**src/verilog/ddac_pkg.sv**
```systemverilog
// Constants shared by the two-channel DAC control block.
// Assumes a 32-bit APB master and a 40 MHz ref_clk.
package ddac_pkg;
    localparam int unsigned ADDR_W = 8;
    localparam int unsigned APB_DW = 32;
    localparam int unsigned NUM_CH = 2;

    // Register byte offsets
    localparam logic [ADDR_W-1:0] OFF_MODE = 8'h00;
    localparam logic [ADDR_W-1:0] OFF_MODE_SET = 8'h04;
    localparam logic [ADDR_W-1:0] OFF_MODE_CLR = 8'h08;
    localparam logic [ADDR_W-1:0] OFF_VAL0 = 8'h0c;
    localparam logic [ADDR_W-1:0] OFF_VAL1 = 8'h10;
    localparam logic [ADDR_W-1:0] OFF_STATUS = 8'h14;

    // Mode register fields
    localparam int unsigned MODE_MD0_BIT = 0;
    localparam int unsigned MODE_MD1_BIT = 1;
    localparam int unsigned MODE_CE0_BIT = 4;
    localparam int unsigned MODE_CE1_BIT = 5;
    localparam logic [7:0] MODE_IMPL_MASK = 8'h33;
    localparam logic [7:0] MODE_RESET = 8'h00;
    localparam logic [7:0] VALUE_RESET = 8'h00;

    // Status register fields
    localparam int unsigned STAT_BUSY0_BIT = 0;
    localparam int unsigned STAT_BUSY1_BIT = 1;

    // Settling time after each output update
    localparam int unsigned CLK_PERIOD_NS = 25;
    localparam int unsigned CONV_TIME_NS = 3000;
    localparam int unsigned CONV_CYCLES = (CONV_TIME_NS + CLK_PERIOD_NS - 1) / CLK_PERIOD_NS;
    localparam int unsigned CONV_CNT_W = $clog2(CONV_CYCLES + 1);

    typedef enum logic {
        DDAC_IDLE,
        DDAC_SETTLE
    } ddac_conv_t;
endpackage : ddac_pkg

```
**src/verilog/ddac_top.sv**
```systemverilog
// Control logic of a two-channel 8-bit DAC: mode register, value registers,
// output code latches with normal and timer-triggered update.
// Assumes an APB master on ref_clk and timer compare events as one-cycle pulses
// synchronous to ref_clk; the resistor ladder sits outside and reads dac_code_*.
`timescale 1ns/100ps

// Summary of operation
// - Two independent channels, each with 8-bit code
// - Output code equals stored value m, 0..255
// - Mode register byte and single-bit access
// - Reset clears mode register to zero
// - Per-channel enable bit gates channel operation
// - Per-channel mode bit: normal or real-time
// - Real-time update on timer2/timer3 compare event
// - Normal mode: write updates, value held otherwise
// - Real-time: stored value output at each event
// - Value registers byte access, reset to zero
module ddac_top
    import ddac_pkg::*;
#(
    parameter int unsigned CODE_W = 8
) (
    input wire logic ref_clk,
    input wire logic rst_n,
    input wire logic [ADDR_W-1:0] paddr,
    input wire logic psel,
    input wire logic penable,
    input wire logic pwrite,
    input wire logic [APB_DW-1:0] pwdata,
    input wire logic [3:0] pstrb,
    output logic [APB_DW-1:0] prdata,
    output logic pready,
    output logic pslverr,
    input wire logic timer2_compare_event,
    input wire logic timer3_compare_event,
    output logic [CODE_W-1:0] dac_code_ch0,
    output logic [CODE_W-1:0] dac_code_ch1,
    output logic dac_active_ch0,
    output logic dac_active_ch1,
    output logic dac_update_ch0,
    output logic dac_update_ch1
);

    if (CODE_W < 1 || CODE_W > 8) begin : g_bad_code_w
        $error("ddac_top: CODE_W must be 1 to 8");
    end

    function automatic logic hit(input logic [ADDR_W-1:0] a, input logic [ADDR_W-1:0] off);
        return a == off;
    endfunction : hit

    function automatic logic mapped(input logic [ADDR_W-1:0] a);
        return hit(a, OFF_MODE) || hit(a, OFF_MODE_SET) || hit(a, OFF_MODE_CLR) ||
               hit(a, OFF_VAL0) || hit(a, OFF_VAL1) || hit(a, OFF_STATUS);
    endfunction : mapped

    logic [7:0] mode;
    logic [7:0] next_mode;
    logic [CODE_W-1:0] value [NUM_CH];
    logic [CODE_W-1:0] next_value [NUM_CH];
    logic [CODE_W-1:0] code [NUM_CH];
    logic [CODE_W-1:0] src [NUM_CH];
    logic [NUM_CH-1:0] ce;
    logic [NUM_CH-1:0] ce_q;
    logic [NUM_CH-1:0] md;
    logic [NUM_CH-1:0] trig;
    logic [NUM_CH-1:0] wr_val;
    logic [NUM_CH-1:0] load;
    logic [NUM_CH-1:0] upd;
    logic [NUM_CH-1:0] busy;
    ddac_conv_t conv_st [NUM_CH];
    logic [CONV_CNT_W-1:0] conv_cnt [NUM_CH];
    logic wr_en;
    logic rd_setup;
    logic [APB_DW-1:0] rd_mux;

    // Writes land only at the access edge; lane 0 carries every register
    assign wr_en = psel && penable && pwrite && pstrb[0];
    assign rd_setup = psel && !penable;
    assign pready = 1'b1;

    assign ce[0] = mode[MODE_CE0_BIT];
    assign ce[1] = mode[MODE_CE1_BIT];
    assign md[0] = mode[MODE_MD0_BIT];
    assign md[1] = mode[MODE_MD1_BIT];
    assign trig[0] = timer2_compare_event;
    assign trig[1] = timer3_compare_event;
    assign wr_val[0] = wr_en && hit(paddr, OFF_VAL0);
    assign wr_val[1] = wr_en && hit(paddr, OFF_VAL1);

    // Mode register: whole byte, or set/clear of chosen bits
    always_comb begin
        next_mode = mode;
        if (wr_en && hit(paddr, OFF_MODE)) begin
            next_mode = pwdata[7:0] & MODE_IMPL_MASK;
        end else if (wr_en && hit(paddr, OFF_MODE_SET)) begin
            next_mode = mode | (pwdata[7:0] & MODE_IMPL_MASK);
        end else if (wr_en && hit(paddr, OFF_MODE_CLR)) begin
            next_mode = mode & ~pwdata[7:0];
        end
    end

    always_ff @(posedge ref_clk) begin
        if (!rst_n) begin
            mode <= MODE_RESET;
        end else begin
            mode <= next_mode;
        end
    end

    always_comb begin
        for (int i = 0; i < NUM_CH; i++) begin
            next_value[i] = wr_val[i] ? pwdata[CODE_W-1:0] : value[i];
        end
    end

    always_ff @(posedge ref_clk) begin
        if (!rst_n) begin
            for (int i = 0; i < NUM_CH; i++) begin
                value[i] <= VALUE_RESET[CODE_W-1:0];
            end
        end else begin
            for (int i = 0; i < NUM_CH; i++) begin
                value[i] <= next_value[i];
            end
        end
    end

    // A timer event that meets a software write takes the older stored value
    always_comb begin
        for (int i = 0; i < NUM_CH; i++) begin
            src[i] = md[i] ? value[i] : next_value[i];
            load[i] = ce[i] && (md[i] ? trig[i]
                                      : (wr_val[i] || !ce_q[i]));
        end
    end

    always_ff @(posedge ref_clk) begin
        if (!rst_n) begin
            ce_q <= '0;
        end else begin
            ce_q <= ce;
        end
    end

    // Output code latches, one per channel, each steered only by its own bits
    always_ff @(posedge ref_clk) begin
        if (!rst_n) begin
            for (int i = 0; i < NUM_CH; i++) begin
                code[i] <= '0;
            end
            upd <= '0;
        end else begin
            for (int i = 0; i < NUM_CH; i++) begin
                if (!ce[i]) begin
                    code[i] <= '0;
                end else if (load[i]) begin
                    code[i] <= src[i];
                end
            end
            upd <= load;
        end
    end

    // Settling window; status only, the registers stay writable meanwhile
    always_ff @(posedge ref_clk) begin
        if (!rst_n) begin
            for (int i = 0; i < NUM_CH; i++) begin
                conv_st[i] <= DDAC_IDLE;
                conv_cnt[i] <= '0;
            end
        end else begin
            for (int i = 0; i < NUM_CH; i++) begin
                if (!ce[i]) begin
                    conv_st[i] <= DDAC_IDLE;
                    conv_cnt[i] <= '0;
                end else if (load[i]) begin
                    conv_st[i] <= DDAC_SETTLE;
                    conv_cnt[i] <= CONV_CNT_W'(CONV_CYCLES - 1);
                end else begin
                    unique case (conv_st[i])
                        DDAC_IDLE: begin
                            conv_cnt[i] <= '0;
                        end
                        DDAC_SETTLE: begin
                            if (conv_cnt[i] == '0) begin
                                conv_st[i] <= DDAC_IDLE;
                            end else begin
                                conv_cnt[i] <= conv_cnt[i] - 1'b1;
                            end
                        end
                    endcase
                end
            end
        end
    end

    always_comb begin
        for (int i = 0; i < NUM_CH; i++) begin
            busy[i] = (conv_st[i] == DDAC_SETTLE);
        end
    end

    always_comb begin
        rd_mux = '0;
        if (hit(paddr, OFF_MODE) || hit(paddr, OFF_MODE_SET) || hit(paddr, OFF_MODE_CLR)) begin
            rd_mux[7:0] = mode;
        end else if (hit(paddr, OFF_VAL0)) begin
            rd_mux[CODE_W-1:0] = value[0];
        end else if (hit(paddr, OFF_VAL1)) begin
            rd_mux[CODE_W-1:0] = value[1];
        end else if (hit(paddr, OFF_STATUS)) begin
            rd_mux[STAT_BUSY0_BIT] = busy[0];
            rd_mux[STAT_BUSY1_BIT] = busy[1];
        end
    end

    // Read data and error are captured in the setup cycle, so both come from flops
    always_ff @(posedge ref_clk) begin
        if (!rst_n) begin
            prdata <= '0;
            pslverr <= 1'b0;
        end else if (rd_setup) begin
            prdata <= pwrite ? '0 : rd_mux;
            pslverr <= !mapped(paddr);
        end
    end

    assign dac_code_ch0 = code[0];
    assign dac_code_ch1 = code[1];
    assign dac_active_ch0 = ce_q[0];
    assign dac_active_ch1 = ce_q[1];
    assign dac_update_ch0 = upd[0];
    assign dac_update_ch1 = upd[1];
endmodule : ddac_top

```
**config.mk**
```make
export PLATFORM = sky130hd
export DESIGN_NAME = ddac_top
export DESIGN_NICKNAME = d
export VERILOG_FILES = /design/src/verilog/ddac_pkg.sv /design/src/verilog/ddac_top.sv
export SDC_FILE = /design/constraint.sdc
export NUM_CORES = 1
export LEC_CHECK = 0
export BUFFER_PORTS_ARGS = -buffer_cell sky130_fd_sc_hd__buf_4
export CAP_MARGIN = 10
export CELL_PAD_IN_SITES_DETAIL_PLACEMENT = 2
export CELL_PAD_IN_SITES_GLOBAL_PLACEMENT = 2
export CORE_MARGIN = 5
export CORE_UTILIZATION = 33
export DETAILED_ROUTE_END_ITERATION = 8
export PLACE_DENSITY = 0.95
export REMOVE_ABC_BUFFERS = 1
export SLEW_MARGIN = 20
export SYNTH_ARGS = -nofsm -noshare
export SYNTH_HDL_FRONTEND = slang
export SYNTH_SLANG_ARGS = --single-unit
```
**constraint.sdc**
```tcl
create_clock -name ref_clk -period 4.9 [get_ports ref_clk]
set_input_delay 0.49 -clock ref_clk [delete_from_list [all_inputs] [get_ports ref_clk]]
set_output_delay 0.49 -clock ref_clk [all_outputs]
set_load 0.05 [all_outputs]
```
==> run_results.csv, run 1 <==
group,metric,value,unit
global_route,overflow,0,
pwr,power.total,1.14,mW
critical_path,slowest_stage,"nor4_1",
drt,avgRoutedWirePerCell,18.8,µm
critical_path,cp.arrival,2.78,ns
min_path,hp-class,"input pin to register",
final_layout,syn_to_final_growth,18.0,%
floorplanning,rows,37,
clock_network,cts_buffer_depth,2,
sta,rsz0062_at_grt,"false",
placement,hpwl,7900,µm
drt,drtPass1Iterations,4,
placement,postPlaceCellArea,0.00381,mm²
clock_network,root_buffer,"clkbuf_8",
critical_path,cp_data_required_time,5.18,ns
sta,setup_viol,0,
drt,viasPerCell,5.11,
floorplanning,die-area,0.0124,mm²
clock_network,tritoncts,"done",
status,status,"completed",
sta,worst_pin_slew,1.01,ns
critical_path,crit_chain,"buf_4 > nor4_2 > nand2_1 > nor4_1 > a22o_1",
critical_path,cp_slowest_stage_delay,0.88,ns
synth,ys_seq_area_frac,0.503,
synth,synthArstFlopShare,0,
final_layout,fill_cells,1142,
drt,wl,10300,µm
clock_network,hold_buffers,0,
global_route,grt_max_degree,23,
pwr,leakage,1.63,nW
clock_network,cts.sinks,69,
global_route,grt_pass1_wl,16900,µm
placement,port-buffer-count,52,
placement,finalWeightedCongestion,0.878,
synth,avgSynthCellArea,9.45,µm²
global_route,top_usage_layer,"met2",
final_layout,n_antenna_cell,0,
clock_network,clkTransAtPathRegs,0.08,ns
run,maxCapViolCount,0,
synth,synthTopCellsByArea,"edfxtp_1 28%, dfxtp_1 22%, buf_4 5.5%",
sta,finalWorstSetupSlack,2.40,ns
critical_path,worstSetupPathType,"input pin to register",
global_route,grt_use_met3,0.0404,
min_path,min_from,"pwdata[3]",
drt,antenna_left,0,
drt,first_iter_violations,53,
global_route,grt_pass1_vias,3218,
floorplanning,core,0.0101,mm²
critical_path,cp_max_fo,8,
clock_network,numCtsBuffers,9,
critical_path,timing.critical_path.from,"paddr[7]",
clock_network,clk_latency,0.35,ns
pwr,irDropWorstVdd,97.8,µV
floorplanning,die_y,111,µm
final_layout,final_layout_size_suffix_gt1_frac,0.176,
drt,drcViolationCount,0,
synth,synth_cells,358,
sta,slew_viol_final,0,
clock_network,cts_setup_buffers,0,
global_route,grt_use_total,0.169,
pwr,power-per-cell-area,285,mW/mm²
floorplanning,io_pins,105,
synth,yosysTopAreaCell,"edfxtp_1",
final_layout,final_area,0.00399,mm²
sta,fmax,0.400,GHz
critical_path,cp-start-kind,"input pin",
sta,skew,0.00874,ns
clock_network,htreeDepth,3,
sta,tns,0,ns
synth,ys_warn_count,0,
sta,hold_violations,0,
sta,layout_min_cycle_time,2.50,ns
synth,syn_area,0.00338,mm²
final_layout,layout.nets,463,
global_route,grt_use_met1,0.187,
global_route,grt_util_met2,0.308,
synth,synth_edf_count,32,
global_route,antenna_found_initial,0,
synth,synth_cell_types,48,
clock_network,cts_resized,0,
floorplanning,start_util,0.334,
sta,finalCritPeriodShare,0.510,
critical_path,end_kind,"register",
placement,pre_cts_ws,2.13,ns
critical_path,rr_startpoint,"conv_cnt[0][0]",
synth,ys_ff_latch,69,
sta,timing.slew.headroom,0.321,
synth,yosysTopAreaCellShare,0.284,
synth,ys.flop_type,"dfxtp_1",
floorplanning,die_w,111,µm
drt,via_count,2818,
## layout make-up
class	instances	area, µm²	area share
clock buffers	11	153	0.0382
clock inverters	5	33.8	0.00846
inverters	13	48.8	0.0122
multi-input cells	265	1500	0.375
flip-flops and latches	69	1700	0.426
well taps	136	170	0.0426
repair buffers	52	390	0.0977
## synthesized netlist by cell type (3+ instances only)
cell type	n
nand2_1	48
dfxtp_1	37
o21ai_0	33
edfxtp_1	32
nor2_1	30
buf_4	25
a21oi_1	21
mux2i_1	16
inv_1	13
nand3_1	13
nor4_1	7
a2bb2oi_1	6
clkbuf_1	6
nand4_1	6
o21ai_1	5
and4_1	4
nand2b_1	4
xor2_1	4
a221oi_1	3
nor3_1	3
or3_1	3
xnor2_1	3
## metrics by stage
step / utilization / cells / hold slack (ns)
after detailed placement: 0.376 / 535 / 0.438
after global routing: 0.394 / 551 / 0.341
after CTS: 0.394 / 551 / 0.337
after global placement: 0.376 / 535 / 0.418
final: 0.394 / 551 / 0.365
after floorplan: - / 347 / 0.409
## worst max-delay path: cells and delay by family
family / cells / cell delay (ns)
simple gates: 3 / 1.89
compound gates: 1 / 0.28
buf+inv: 1 / 0.12
## final timing paths
| path | slack, ns | cells after the start | to |
|---|---|---|---|
| max | 2.40 | 5 | register |
| min | 0.36 | 2 | register |
| max reg2reg | 2.46 | 5 | conv_cnt[0][6] |
| min reg2reg | 0.44 | 2 | mode[6] |
## layout by cell type, fill, tap and decap left out, types with 9 or more instances in the layout
cell | Yosys | final
nand3_1 | 13 | 13
nor2_1 | 30 | 30
buf_4 | 25 | 52
mux2i_1 | 16 | 16
inv_1 | 13 | 13
nand2_1 | 48 | 48
dfxtp_1 | 37 | 37
o21ai_0 | 33 | 33
edfxtp_1 | 32 | 32
clkbuf_8 | 0 | 9
a21oi_1 | 21 | 21
conb_1 | 2 | 25
## state kept, by name, indices dropped and copies added (netlist names), named ones only
name and count:
ce_q 2, code 16, conv_cnt 14, conv_st 2
mode 2, prdata 8, pslverr 1, upd 2
value 16
## power breakdown
group          total (mW)  internal (mW)  switching (mW)
combinational      0.0959         0.0202          0.0758
sequential          0.597          0.597        0.000401
clock               0.445          0.214           0.231
## metal layers
layer | share of wire | vias to the layer above
met5 | 0 | -
met4 | 0.023 | 0
met3 | 0.038 | 22
met2 | 0.53 | 51
met1 | 0.41 | 1395
li1 | - | 1350
## logic make-up after synthesis
logic type / Yosys count / synth area share
multiplexers: 16 / 0.0473
buffers and inverters: 47 / 0.0803
XOR/XNOR: 7 / 0.0181
AND/OR/NAND/NOR: 136 / 0.204
flip-flops: 69 / 0.503
AO/OA/AOI/OAI: 79 / 0.138
adder cells (fa/ha/maj): 2 / 0.00740
other: 2 / 0.00222
(Power assumes the default switching activity.)
==> inputs of run 2 (changes only) <==
--- a/config.mk
+++ b/config.mk
@@ -10,9 +10,9 @@
 export CELL_PAD_IN_SITES_DETAIL_PLACEMENT = 2
 export CELL_PAD_IN_SITES_GLOBAL_PLACEMENT = 2
 export CORE_MARGIN = 5
-export CORE_UTILIZATION = 33
+export CORE_UTILIZATION = 30
 export DETAILED_ROUTE_END_ITERATION = 8
-export PLACE_DENSITY = 0.95
+export PLACE_DENSITY = 0.89
 export REMOVE_ABC_BUFFERS = 1
 export SLEW_MARGIN = 20
 export SYNTH_ARGS = -nofsm -noshare
==> constraint.sdc (replaced) <==
create_clock -name ref_clk -period 2.59 [get_ports ref_clk]
set_input_delay 0.259 -clock ref_clk [delete_from_list [all_inputs] [get_ports ref_clk]]
set_output_delay 0.259 -clock ref_clk [all_outputs]
set_load 0.05 [all_outputs]
==> run_results.csv, run 2 (synthesis gave the netlist of run 1 again) <==
group,metric,value,unit
critical_path,cp.arrival,2.31,ns
global_route,antenna_found_initial,0,
global_route,top_usage_layer,"met2",
placement,port-buffer-count,52,
placement,finalWeightedCongestion,0.805,
drt,drtPass1Iterations,4,
pwr,p_clk_frac,0.448,
pwr,power-per-cell-area,571,mW/mm²
floorplanning,start_util,0.309,
critical_path,timing.reg2reg.setup_slack,0.30,ns
critical_path,end_kind,"register",
global_route,grt_use_met1,0.197,
drt,viasPerCell,5.01,
pwr,switching_power,0.577,mW
final_layout,layout.nets,479,
floorplanning,io_pins,105,
critical_path,worstSetupPathType,"register to register",
pwr,seqPwrFrac,0.474,
pwr,power.internal,1.81,mW
global_route,grt_use_total,0.163,
placement,post-place-cells,554,
final_layout,finalNonFillerCells,571,
drt,wl,10400,µm
final_layout,top_regs,"code (16), value (16), conv_cnt (14)",
placement,pre_cts_ws,0.233,ns
final_layout,post-route-util,0.383,
sta,hold_ws,0.160,ns
sta,rsz0062_at_grt,"false",
global_route,grt_pass1_wl,17000,µm
sta,skew,0.00491,ns
sta,setup_viol,0,
status,status,"completed",
final_layout,fill_cells,1210,
floorplanning,rows,38,
floorplanning,die-area,0.0135,mm²
clock_network,htreeDepth,3,
critical_path,cp_max_fo,6,
floorplanning,core,0.0109,mm²
floorplanning,die_w,116,µm
sta,slew_viol_final,0,
pwr,power.total,2.39,mW
clock_network,clk_latency,0.33,ns
critical_path,cp-start-kind,"register",
clock_network,root_buffer,"clkbuf_16",
drt,antenna_left,0,
final_layout,syn_to_final_growth,23.7,%
run,maxCapViolCount,0,
clock_network,tritoncts,"done",
min_path,min_from,"pwdata[3]",
global_route,overflow,0,
final_layout,final_layout_size_suffix_gt1_frac,0.197,
pwr,irDropWorstVdd,338,µV
global_route,grt_use_met3,0.0389,
placement,hpwl,7820,µm
global_route,grt_util_met2,0.294,
final_layout,n_antenna_cell,0,
final_layout,mostFrequentLayoutCells,"68 x buf_4, 48 x nand2_1, 37 x dfxtp_1",
pwr,leakage,1.74,nW
sta,worst_pin_slew,0.990,ns
min_path,hp-class,"input pin to register",
pwr,switching_share,0.242,
global_route,grt_pass1_vias,3220,
floorplanning,die_y,116,µm
sta,hold_violations,0,
critical_path,timing.critical_path.from,"conv_cnt[0][0]",
sta,fmax,0.437,GHz
sta,tns,0,ns
global_route,grt_max_degree,17,
critical_path,rr_startpoint,"conv_cnt[0][0]",
critical_path,cp_data_required_time,2.61,ns
drt,avgRoutedWirePerCell,18.2,µm
clock_network,clkTransAtPathRegs,0.06,ns
clock_network,cts.sinks,69,
final_layout,final_common_cell,"buf_4",
drt,via_count,2859,
clock_network,cts_buffer_depth,2,
final_layout,final_area,0.00419,mm²
sta,layout_min_cycle_time,2.29,ns
sta,finalWorstSetupSlack,0.302,ns
drt,first_iter_violations,67,
clock_network,hold_buffers,0,
clock_network,numCtsBuffers,9,
pwr,combPwrFrac,0.078,
drt,drcViolationCount,0,
placement,postPlaceCellArea,0.00393,mm²
sta,timing.slew.headroom,0.335,
sta,finalCritPeriodShare,0.883,
-- run 2: cell count changes in the layout (fill, tap and decap cells not counted), sizes merged --
cell / change
buf: +16
clkinvlp: -2
clkinv: +1
clkbuf: +1
-- run 2: power by group through the flow --
stage | Clock, mW | Sequential (mW) | Combinational (mW)
finish | 1.07 | 1.13 | 0.187
global route | 1.15 | 1.13 | 0.198
CTS | 1.10 | 1.13 | 0.186
detailed placement | 0 | 1.16 | 0.184
global placement | 0 | 1.16 | 0.179
floorplan | 0 | 1.16 | 0.109
-- run 2: critical path, stage by stage, from the launching register on --
cell and delay (ns):
edfxtp_1 0.41, inv_1 0.08, ha_1 0.17, or3b_2 0.50, nor4_1 0.37, nand3b_1 0.30
o21ai_0 0.15
-- run 2: what timing repair did --
action | CTS | global route
endpoints found under the setup margin | 0 | 2
resized for setup | 0 | 0
setup buffers | 0 | 1
endpoints found under the hold margin | 0 | 0
-- run 2: worst paths after layout --
path                    endpoint  cells past startpoint
hold reg to reg         register                      2
setup / recovery  conv_cnt[0][2]                      6
setup reg to reg  conv_cnt[0][2]                      6
hold / removal          register                      2
-- run 2: metal layers --
layer,wire [µm],share of wire,vias to the layer above
li1,-,-,1372
met1,4450,0.43,1427
met2,5520,0.53,51
met3,322,0.031,9
met4,87,0.0084,0
met5,0,0,-
-- run 2: cell type report --
type | count | area (µm²) | share of cell area
Clock buffer | 12 | 236 | 0.0565
Clock inverter | 4 | 17.5 | 0.00418
Inverter | 13 | 48.8 | 0.0117
Multi-Input combinational cell | 265 | 1500 | 0.357
Sequential cell | 69 | 1700 | 0.406
Tap cell | 140 | 175 | 0.0418
Timing Repair Buffer | 68 | 510 | 0.122
